## src/inc/mac_pkg.sv

```systemverilog
package mac_pkg;

    // Datapath widths
    localparam int ACC_W = 40;
    localparam int WORD_W = 16;
    localparam int EXT_W = 8;
    localparam int SH_AMT_W = 4;
    localparam int SHIFT_MAX = 8;
    localparam int REP_CNT_W = 13;
    localparam int REP_IMM_W = 5;
    localparam int FLG_W = 8;

    // Adder A-input constants and saturation values
    localparam logic [ACC_W-1:0] A_ZERO = 40'h00_0000_0000;
    localparam logic [ACC_W-1:0] A_ROUND = 40'h00_0000_8000;
    localparam logic [ACC_W-1:0] SAT_POS = 40'h00_7fff_ffff;
    localparam logic [ACC_W-1:0] SAT_NEG = 40'hff_8000_0000;
    localparam logic [WORD_W-1:0] LIM_POS = 16'h7fff;
    localparam logic [WORD_W-1:0] LIM_NEG = 16'h8000;

    // Flag positions inside the upper byte of the status word
    localparam int FLG_N = 0;
    localparam int FLG_Z = 1;
    localparam int FLG_C = 2;
    localparam int FLG_SL = 3;
    localparam int FLG_E = 4;
    localparam int FLG_SV = 5;
    localparam int FLG_MIR = 6;

    // Control word bit positions
    localparam int MCW_CM = 5;
    localparam int MCW_VM = 6;
    localparam int MCW_EM = 7;
    localparam int MCW_LM = 8;
    localparam int MCW_MP = 9;
    localparam int MCW_MS = 10;
    localparam int MCW_MIE = 11;

    // Repeat word layout
    localparam int MRW_MR = 15;

    // Reset values
    localparam logic [FLG_W-1:0] FLG_RST = 8'h00;
    localparam logic [WORD_W-1:0] MCW_RST = 16'h0000;
    localparam logic [ACC_W-1:0] ACC_RST = 40'h00_0000_0000;
    localparam logic [REP_CNT_W-1:0] REP_CNT_RST = 13'h0000;

    // Trap identity
    localparam logic [3:0] TRAP_NUM = 4'ha;
    localparam int TFR_TRAP_BIT = 6;

    typedef enum logic [1:0] {
        A_SEL_ZERO = 2'b00,
        A_SEL_ROUND = 2'b01,
        A_SEL_PROD = 2'b10,
        A_SEL_CONCAT = 2'b11
    } a_sel_e;

    typedef enum logic [1:0] {
        B_SEL_ZERO = 2'b00,
        B_SEL_ACC = 2'b01,
        B_SEL_ACC_INV = 2'b10
    } b_sel_e;

    typedef enum logic [1:0] {
        SH_NONE = 2'b00,
        SH_LEFT = 2'b01,
        SH_RIGHT = 2'b10
    } shift_e;

    typedef enum logic {
        REP_IDLE = 1'b0,
        REP_RUN = 1'b1
    } rep_state_e;

endpackage

```

## src/inc/mac_shift_if.sv

```systemverilog
`timescale 1ns/10ps
interface mac_shift_if;
    import mac_pkg::*;
    logic [ACC_W-1:0] acc;
    logic [SH_AMT_W-1:0] amt;
    shift_e mode;
    logic [ACC_W-1:0] res;
    logic carry;
    logic ovf;
    modport core (output acc, output amt, output mode, input res, input carry, input ovf);
    modport shifter (input acc, input amt, input mode, output res, output carry, output ovf);
endinterface

```

## src/hdl/mac_accumulate_datapath.sv

```systemverilog
`timescale 1ns/10ps
// How it works
// - Extension flag marks significant bits above bit 31
// - A input: zero, round, product or concatenation
// - B input: accumulator, shifted/inverted, or zero
// - Saturation loads most positive or negative value
// - Saturation sets sticky limit flag
// - Forty-bit overflow sets sticky overflow flag
// - Accumulator is high, low and extension parts
// - Limited view clamps only when extension set
// - Limited read leaves accumulator and flags alone
// - Shifter: none, left or right up to eight
// - Left shifts update flags and saturate
// - Thirteen-bit count or five-bit immediate
// - Count N gives N+1 executions
// - Repeat active flag held until last execution
// - Immediate count loads value minus one; zero loads zero
// - Interrupted repeat holds flag and count
// - Masked rising flags raise coprocessor interrupt
// - Class B trap number Ah, trap bit six
// - Interrupt answered within three instruction cycles
// - Rounding adds at bit 15, clears low word
// - Fraction select shifts product left one
module mac_accumulate_datapath
    import mac_pkg::*;
(
    input wire logic i_mclk,
    input wire logic i_rst_n,
    input wire logic i_op_valid,
    input wire a_sel_e i_a_sel,
    input wire logic i_concat_shift,
    input wire b_sel_e i_b_sel,
    input wire shift_e i_shift_mode,
    input wire logic [SH_AMT_W-1:0] i_shift_amt,
    input wire logic i_round,
    input wire logic i_ma_signed,
    input wire logic i_mb_signed,
    input wire logic [WORD_W-1:0] i_ma,
    input wire logic [WORD_W-1:0] i_mb,
    input wire logic [WORD_W-1:0] i_wdata,
    input wire logic i_msw_wr,
    input wire logic i_mcw_wr,
    input wire logic i_mrw_wr,
    input wire logic i_mah_wr,
    input wire logic i_mal_wr,
    input wire logic i_rep_start,
    input wire logic i_rep_imm_valid,
    input wire logic [REP_IMM_W-1:0] i_rep_imm,
    input wire logic i_rep_exec,
    input wire logic i_trap_flag_clr,
    output logic o_rep_again,
    output logic [WORD_W-1:0] o_mac_status_word,
    output logic [WORD_W-1:0] o_mac_control_word,
    output logic [WORD_W-1:0] o_mac_repeat_word,
    output logic [WORD_W-1:0] o_acc_high_word,
    output logic [WORD_W-1:0] o_acc_low_word,
    output logic [WORD_W-1:0] o_limited_acc_view,
    output logic o_coproc_irq,
    output logic o_coproc_trap_flag,
    output logic [3:0] o_trap_number
);

    logic [ACC_W-1:0] acc_q;
    logic [ACC_W-1:0] acc_d;
    logic [FLG_W-1:0] flg_q;
    logic [FLG_W-1:0] flg_d;
    logic [WORD_W-1:0] mcw_q;
    logic [WORD_W-1:0] mcw_d;
    logic [WORD_W-1:0] lim_q;
    logic [WORD_W-1:0] lim_d;
    logic irq_q;
    logic irq_d;
    logic trap_q;
    logic trap_d;
    rep_state_e rep_state_q;
    rep_state_e rep_state_d;
    logic [REP_CNT_W-1:0] rep_cnt_q;
    logic [REP_CNT_W-1:0] rep_cnt_d;

    logic [2*WORD_W+1:0] prod;
    logic [ACC_W-1:0] prod_ext;
    logic [ACC_W-1:0] cat_ext;
    logic [ACC_W-1:0] a_in;
    logic [ACC_W-1:0] b_in;
    logic [ACC_W:0] sum;
    logic [ACC_W-1:0] res;
    logic res_e;
    logic ovf40;
    logic carry;
    logic sat_neg;
    logic [FLG_W-1:0] rise;
    logic irq_hit;

    mac_shift_if shx ();

    mac_acc_shifter u_shifter (
        .sh(shx.shifter)
    );

    // Shifter always looks at the live accumulator
    assign shx.acc = acc_q;
    assign shx.amt = i_shift_amt;
    assign shx.mode = i_shift_mode;

    // Multiplier with per-operand sign control; a 17-bit extension covers both signednesses
    assign prod = 34'($signed({i_ma_signed & i_ma[WORD_W-1], i_ma})
        * $signed({i_mb_signed & i_mb[WORD_W-1], i_mb}));

    // Sign-extended product and bus concatenation, each with its optional one-bit scaler
    always_comb
    begin
        prod_ext = {{(ACC_W-2*WORD_W-2){prod[2*WORD_W+1]}}, prod};
        if (mcw_q[MCW_MP])
        begin
            prod_ext = prod_ext << 1;
        end
        cat_ext = {{EXT_W{i_ma[WORD_W-1]}}, i_ma, i_mb};
        if (i_concat_shift)
        begin
            cat_ext = cat_ext << 1;
        end
    end

    // Adder input selection; inverting B adds one so the adder subtracts
    always_comb
    begin
        unique case (i_a_sel)
            A_SEL_ZERO: a_in = A_ZERO;
            A_SEL_ROUND: a_in = A_ROUND;
            A_SEL_PROD: a_in = prod_ext;
            A_SEL_CONCAT: a_in = cat_ext;
        endcase
        unique case (i_b_sel)
            B_SEL_ACC: b_in = shx.res;
            B_SEL_ACC_INV: b_in = ~shx.res;
            default: b_in = A_ZERO;
        endcase
    end

    // Forty-bit add with overflow, extension and saturation decisions
    always_comb
    begin
        sum = {1'b0, a_in} + {1'b0, b_in} + {{ACC_W{1'b0}}, (i_b_sel == B_SEL_ACC_INV)};
        res = sum[ACC_W-1:0];
        carry = sum[ACC_W];
        ovf40 = (a_in[ACC_W-1] == b_in[ACC_W-1]) && (res[ACC_W-1] != a_in[ACC_W-1]);
        if (i_shift_mode == SH_LEFT)
        begin
            // A left shift reports its own lost bits and carry
            ovf40 = ovf40 || shx.ovf;
            carry = shx.carry;
        end
        // After a 40-bit wrap the true sign is the inverse of the result sign
        sat_neg = ovf40 ? !res[ACC_W-1] : res[ACC_W-1];
        res_e = !((&res[ACC_W-1:2*WORD_W-1]) || !(|res[ACC_W-1:2*WORD_W-1]));
        if (i_round)
        begin
            res[WORD_W-1:0] = '0;
        end
    end

    // Accumulator and status flags; sticky flags only OR in new events, except when a status word write replaces them
    always_comb
    begin
        acc_d = acc_q;
        flg_d = flg_q;
        if (i_msw_wr)
        begin
            flg_d = i_wdata[WORD_W-1:EXT_W];
            acc_d[ACC_W-1:2*WORD_W] = i_wdata[EXT_W-1:0];
        end
        if (i_mah_wr)
        begin
            acc_d[2*WORD_W-1:WORD_W] = i_wdata;
        end
        if (i_mal_wr)
        begin
            acc_d[WORD_W-1:0] = i_wdata;
        end
        if (i_op_valid)
        begin
            acc_d = res;
            flg_d[FLG_E] = res_e;
            if (mcw_q[MCW_MS] && (ovf40 || res_e))
            begin
                acc_d = sat_neg ? SAT_NEG : SAT_POS;
                flg_d[FLG_E] = 1'b0;
                flg_d[FLG_SL] = 1'b1;
            end
            if (ovf40)
            begin
                flg_d[FLG_SV] = 1'b1;
            end
            flg_d[FLG_N] = acc_d[ACC_W-1];
            flg_d[FLG_Z] = (acc_d == A_ZERO);
            if (i_shift_mode != SH_RIGHT)
            begin
                flg_d[FLG_C] = carry;
            end
        end
        // Interrupt pending is set on masked flags that go from clear to set
        rise = flg_d & ~flg_q;
        irq_hit = mcw_q[MCW_MIE] && ((rise[FLG_C] && mcw_q[MCW_CM])
            || (rise[FLG_SV] && mcw_q[MCW_VM])
            || (rise[FLG_E] && mcw_q[MCW_EM])
            || (rise[FLG_SL] && mcw_q[MCW_LM]));
        if (irq_hit)
        begin
            flg_d[FLG_MIR] = 1'b1;
        end
    end

    always_ff @(posedge i_mclk)
    begin
        if (!i_rst_n)
        begin
            acc_q <= ACC_RST;
            flg_q <= FLG_RST;
        end
        else
        begin
            acc_q <= acc_d;
            flg_q <= flg_d;
        end
    end

    // Control word is plain software state
    always_comb
    begin
        mcw_d = i_mcw_wr ? i_wdata : mcw_q;
    end

    always_ff @(posedge i_mclk)
    begin
        if (!i_rst_n)
        begin
            mcw_q <= MCW_RST;
        end
        else
        begin
            mcw_q <= mcw_d;
        end
    end

    // Limited view is computed from next state so it always matches the accumulator
    always_comb
    begin
        if (flg_d[FLG_E])
        begin
            lim_d = flg_d[FLG_N] ? LIM_NEG : LIM_POS;
        end
        else
        begin
            lim_d = acc_d[2*WORD_W-1:WORD_W];
        end
    end

    // Read-only register; nothing here feeds back into the accumulator or flags
    always_ff @(posedge i_mclk)
    begin
        if (!i_rst_n)
        begin
            lim_q <= '0;
        end
        else
        begin
            lim_q <= lim_d;
        end
    end

    // Trap request pulse and trap flag; a new request beats a same-cycle clear
    always_comb
    begin
        irq_d = irq_hit;
        trap_d = trap_q;
        if (i_trap_flag_clr)
        begin
            trap_d = 1'b0;
        end
        if (irq_hit)
        begin
            trap_d = 1'b1;
        end
    end

    always_ff @(posedge i_mclk)
    begin
        if (!i_rst_n)
        begin
            irq_q <= 1'b0;
            trap_q <= 1'b0;
        end
        else
        begin
            irq_q <= irq_d;
            trap_q <= trap_d;
        end
    end

    // Repeat unit; an interrupt just stops exec pulses, so count and flag hold
    always_comb
    begin
        rep_state_d = rep_state_q;
        rep_cnt_d = rep_cnt_q;
        o_rep_again = 1'b0;
        if (i_mrw_wr)
        begin
            // The issuing side leaves a gap before the next repeated instruction
            rep_cnt_d = i_wdata[REP_CNT_W-1:0];
            rep_state_d = rep_state_e'(i_wdata[MRW_MR]);
        end
        if (i_rep_start)
        begin
            rep_state_d = REP_RUN;
            if (i_rep_imm_valid)
            begin
                // An immediate of zero is treated as a single execution
                rep_cnt_d = (i_rep_imm == '0) ? '0
                    : REP_CNT_W'(i_rep_imm) - REP_CNT_W'(1);
            end
        end
        else
        begin
            unique case (rep_state_q)
                REP_IDLE:
                begin
                    rep_state_d = rep_state_d;
                end
                REP_RUN:
                begin
                    if (i_rep_exec)
                    begin
                        if (rep_cnt_q == '0)
                        begin
                            rep_state_d = REP_IDLE;
                        end
                        else
                        begin
                            rep_cnt_d = rep_cnt_q - REP_CNT_W'(1);
                            o_rep_again = 1'b1;
                        end
                    end
                    else
                    begin
                        rep_cnt_d = rep_cnt_d;
                    end
                end
            endcase
        end
    end

    always_ff @(posedge i_mclk)
    begin
        if (!i_rst_n)
        begin
            rep_state_q <= REP_IDLE;
            rep_cnt_q <= REP_CNT_RST;
        end
        else
        begin
            rep_state_q <= rep_state_d;
            rep_cnt_q <= rep_cnt_d;
        end
    end

    // Register views
    assign o_mac_status_word = {flg_q, acc_q[ACC_W-1:2*WORD_W]};
    assign o_mac_control_word = mcw_q;
    assign o_mac_repeat_word = {(rep_state_q == REP_RUN),
        {(WORD_W-REP_CNT_W-1){1'b0}}, rep_cnt_q};
    assign o_acc_high_word = acc_q[2*WORD_W-1:WORD_W];
    assign o_acc_low_word = acc_q[WORD_W-1:0];
    assign o_limited_acc_view = lim_q;
    assign o_coproc_irq = irq_q;
    assign o_coproc_trap_flag = trap_q;
    assign o_trap_number = TRAP_NUM;

endmodule // mac_accumulate_datapath

```

## src/hdl/mac_acc_shifter.sv

```systemverilog
`timescale 1ns/10ps
module mac_acc_shifter
    import mac_pkg::*;
(
    mac_shift_if.shifter sh
);

    logic [ACC_W+EXT_W-1:0] ext;
    logic [ACC_W+EXT_W-1:0] wide;
    logic [SH_AMT_W-1:0] amt;

    // Arithmetic shift; left shift works on a sign-extended copy so lost bits stay visible
    always_comb
    begin
        amt = (sh.amt > SH_AMT_W'(SHIFT_MAX)) ? SH_AMT_W'(SHIFT_MAX) : sh.amt;
        ext = {{EXT_W{sh.acc[ACC_W-1]}}, sh.acc};
        wide = ext;
        sh.res = sh.acc;
        sh.carry = 1'b0;
        sh.ovf = 1'b0;
        unique case (sh.mode)
            SH_LEFT:
            begin
                wide = ext << amt;
                sh.res = wide[ACC_W-1:0];
                // Carry is the last bit pushed past the top
                sh.carry = (amt != '0) ? wide[ACC_W] : 1'b0;
                sh.ovf = !((&wide[ACC_W+EXT_W-1:ACC_W-1]) || !(|wide[ACC_W+EXT_W-1:ACC_W-1]));
            end
            SH_RIGHT:
            begin
                sh.res = $signed(sh.acc) >>> amt;
            end
            default:
            begin
                sh.res = sh.acc;
            end
        endcase
    end

endmodule // mac_acc_shifter

```

## config.mk

```make
export PLATFORM = sky130hd
export DESIGN_NAME = mac_accumulate_datapath
export DESIGN_NICKNAME = d
export VERILOG_FILES = /design/src/inc/mac_pkg.sv /design/src/inc/mac_shift_if.sv /design/src/hdl/mac_accumulate_datapath.sv /design/src/hdl/mac_acc_shifter.sv
export SDC_FILE = /design/constraint.sdc
export NUM_CORES = 2
export LEC_CHECK = 0
export ABC_AREA = 1
export ABC_CLOCK_PERIOD_IN_PS = 22100
export BUFFER_PORTS_ARGS = -buffer_cell sky130_fd_sc_hd__buf_2
export CAP_MARGIN = 20
export CORE_MARGIN = 8
export CORE_UTILIZATION = 40
export DETAILED_ROUTE_END_ITERATION = 10
export GPL_TIMING_DRIVEN = 0
export PLACE_DENSITY_LB_ADDON = 0.12
export SKIP_LAST_GASP = 1
export SYNTH_ARGS = -nofsm -noshare
export SYNTH_HDL_FRONTEND = slang
export SYNTH_SLANG_ARGS = --single-unit
```

## constraint.sdc

```tcl
create_clock -name i_mclk -period 22.1 [get_ports i_mclk]
set_input_delay 4.42 -clock i_mclk [delete_from_list [all_inputs] [get_ports i_mclk]]
set_output_delay 4.42 -clock i_mclk [all_outputs]
set_load 0.01 [all_outputs]
```

==> PnR_summary.wiki <==
{| class="wikitable"
! Metric !! Value
|-
| Result of the run || complete, no violations
|-
| Number of sinks handled by clock tree synthesis || 96
|-
| Synthesized cell area || 24300 um^2
|-
| Boundary Pins || 182
|-
| Startpoint type of the worst setup path || input port
|-
| Remaining design rule violation count || 0
|-
| Top area cells in the synthesized netlist || fa_1, nand2_1, inv_1
|-
| Peak fanout along the critical path || 10
|-
| Kind of critical path || input port to flip-flop
|-
| Vias in the first global route || 25.4k
|-
| Combinational Power Share || 0.911
|-
| Number of distinct standard cells referenced by the synthesized netlist || 60
|-
| Post-synth top flop || dfxtp_1
|-
| Wire length per cell after detailed routing || 22.2 um
|-
| Total detailed-routing wirelength || 105000 um
|-
| Post-synth EDFFs || 0
|-
| Areal power density over the cells || 187 nW/um^2
|-
| Async S/R FF share, synth || 0
|-
| Switch share || 0.636
|-
| Power dissipated by switching net loads || 3.12 mW
|-
| Type of the tightest min-delay check || flip-flop to flip-flop
|-
| Final cycle utilization of the critical path || 0.670
|-
| Worst-Margin Slew || 1.19 ns
|-
| Buffer count from post-CTS setup fixing || 0
|-
| Synthesis warning total || 0
|-
| Initial Util || 0.403
|-
| VDD IR max || 0.243 mV
|-
| Largest net degree at the start of global routing || 20
|-
| Proportion of layout cells with a drive suffix above 1 || 0.0647
|-
| Required time of the critical path || 22.32 ns
|-
| Die outline height || 262 um
|-
| Number of antenna-violating nets in the routed design || 0
|-
| Kind of end point of the critical path || flip-flop
|-
| Number of antenna violations at the first check in global routing || 3
|-
| CTS tree || yes
|-
| Clock skew || 0.00799 ns
|-
| Critical-path cell with the highest stage delay || fa_1
|-
| Post-detail-place hpwl || 87600 um
|-
| Internal power contribution || 1.78 mW
|-
| Time the worst path needs with I/O delays and setup || 14.81 ns
|-
| Total of cells resized after clock tree synthesis || 0
|-
| Number of hold-slack violations in the final timing report || 0
|-
| Die Outline Area || 68900 um^2
|-
| GRT Resource Usage Total || 0.297
|-
| Total Neg Setup Slack || 0 ns
|-
| Final setup violation count || 0
|-
| Number of buffers between clock root and the deepest sink || 2
|-
| First-pass GRT wire length || 158000 um
|-
| Sum of overflow across all layers after global routing || 0
|-
| Share of total power in sequential cells || 0.056
|-
| Library cell occupying the most area in the post-synthesis netlist || fa_1
|-
| Width of the die || 262 um
|-
| Drt via density || 5.53
|-
| Sequential share of the synthesized area || 0.0791
|-
| Count of mapped cells out of synthesis || 3815
|-
| GP Congestion || 1.04
|-
| Flop and latch count out of synthesis || 96
|-
| Final instance count without filler cells || 4756
|-
| Floorplan row count || 90
|-
| Worst path most repeated cell || nand2_1
|-
| Peak per-stage delay on the critical path || 0.66 ns
|-
| P_leak || 14.2 nW
|-
| Relative contribution of the clock network to total power || 0.032
|-
| Share of Yosys cell area claimed by the top area cell type || 0.246
|-
| Setup repair after global routing missed its margin || false
|-
| Port-buffer cells || 137
|-
| End-of-flow core utilization || 0.436
|-
| Avg Synthesized Cell Area || 6.37 um^2
|-
| Via count || 26.3k
|-
| Clock transition at the registers of the reported paths || 0.07 ns
|-
| Number of max-cap violations || 0
|-
| Master cell of the clock root buffer || clkbuf_16
|-
| Area growth syn-to-layout || 8.16%
|-
| Slew margin rel. || 0.209
|-
| Maximum operating frequency || 0.0675 GHz
|-
| Arrival time at the worst endpoint || 15.03 ns
|-
| CTS Buf Count || 9
|-
| Number of H-tree branching levels || 3
|-
| Router iterations before antenna repair || 6
|-
| Number of hold buffers added after CTS || 0
|-
| Final Net Count || 4472
|-
| Placeable core region || 60200 um^2
|-
| Insertion delay to the later sink of the worst-skew pair || 0.36 ns
|-
| Placed Cells || 4738
|-
| Pins Over Slew Limit || 0
|-
| Number of violations reported at the end of detailed-routing iteration 0 || 2762
|}
==> power groups by stage <==
stage / Clock [mW] / Sequential (mW) / Combinational [mW]
after floorplan: 0 / 0.264 / 3.05
final: 0.158 / 0.277 / 4.47
after CTS: 0.159 / 0.273 / 4.36
after detailed placement: 0 / 0.277 / 4.33
after global routing: 0.167 / 0.278 / 4.91
after global placement: 0 / 0.278 / 4.34
==> synthesized netlist by cell type, drive strengths merged, types with 20 or more instances <==
master   instances
nand2         1093
inv            734
o21ai          365
fa             298
nor2           214
a21oi          193
nand3          179
clkbuf         145
ha             128
dfxtp           96
buf             56
o211ai          41
a31oi           35
xor2            34
or2             33
o2111ai         25
xnor2           25
o221ai          23
nand4           20
==> logic make-up after synthesis <==
kind of cell | Yosys count | share of synthesized area
AOI/OAI and AO/OA | 730 | 0.170
xor gates and xnor gates | 59 | 0.0213
adders and majority gates | 426 | 0.311
buffers and inverters | 936 | 0.149
DFF | 96 | 0.0791
muxes | 10 | 0.00412
other | 2 | 0.000309
and+or+nand+nor | 1556 | 0.265
==> layout by cell type, fill, tap and decap left out, types with 26 or more instances in the layout <==
master    count
dfxtp_1      96
inv_1       726
o21ai_0     347
nand3_1     164
nor2_1      209
xor2_1       34
ha_1        128
a31oi_1      35
nand2_1    1079
a21oi_1     193
buf_2       152
buf_1        26
o211ai_1     40
clkbuf_1    144
fa_1        298
==> area by class of cell <==
class / count / area, um^2
Tap cell: 782 / 978
Timing Repair Buffer: 137 / 686
Inverter: 735 / 2760
Multi-Input combinational cell: 2787 / 18800
Clock inverter: 7 / 73.8
Antenna cell: 2 / 5.00
Buffer: 201 / 861
Fill cell: 6635 / 34000
Clock buffer: 9 / 225
Sequential cell: 96 / 1920
==> routing by layer <==
layer	wire length, um	share of wire	GRT usage
met1	46100	0.44	0.418
met2	45100	0.43	0.455
met3	10400	0.099	0.0587
met4	3720	0.035	0.0936
met5	42	0.00040	0
==> registers in the layout (all words and copies together) (netlist names), named ones only <==
register	flops
acc_q	40
flg_q	7
o_coproc_trap_flag	1
o_coproc_irq	1
o_mac_control_word	16
o_limited_acc_view	16
rep_state_q	1
rep_cnt_q	13
==> worst max-delay path, delay by kind of cell <==
| kind | cells | cell delay [ns] |
|---|---|---|
| fa+ha+maj | 8 | 4.00 |
| simple gates | 19 | 3.09 |
| compound gates | 9 | 1.89 |
| buf+inv | 5 | 1.57 |
==> final timing paths <==
kind,cells past startpoint,startpoint,slack [ns],endpoint
max,41,i_ma[15],7.29,acc_q[11]$_SDFFE_PN0P_
min,2,o_coproc_trap_flag$_SDFFE_PN0P_,0.47,o_coproc_trap_flag$_SDFFE_PN0P_
min reg2reg,2,o_coproc_trap_flag$_SDFFE_PN0P_,0.47,o_coproc_trap_flag$_SDFFE_PN0P_
max reg2reg,28,acc_q[8]$_SDFFE_PN0P_,15.87,acc_q[11]$_SDFFE_PN0P_
==> metrics by stage <==
| step | setup WS, ns | total power, mW | hold slack (ns) | cell area (um^2) |
|---|---|---|---|---|
| 3_5_place_dp | 7.09 | 4.61 | 0.461 | 26000 |
| 5_1_grt | 6.69 | 5.35 | 0.500 | 26300 |
| 4_1_cts | 7.44 | 4.79 | 0.472 | 26300 |
| 6_report | 7.29 | 4.90 | 0.468 | 26300 |
| 3_3_place_gp | 7.01 | 4.62 | 0.459 | 26000 |
| 2_1_floorplan | 9.64 | 3.32 | 0.490 | 24300 |
(Power assumes the default switching activity.)
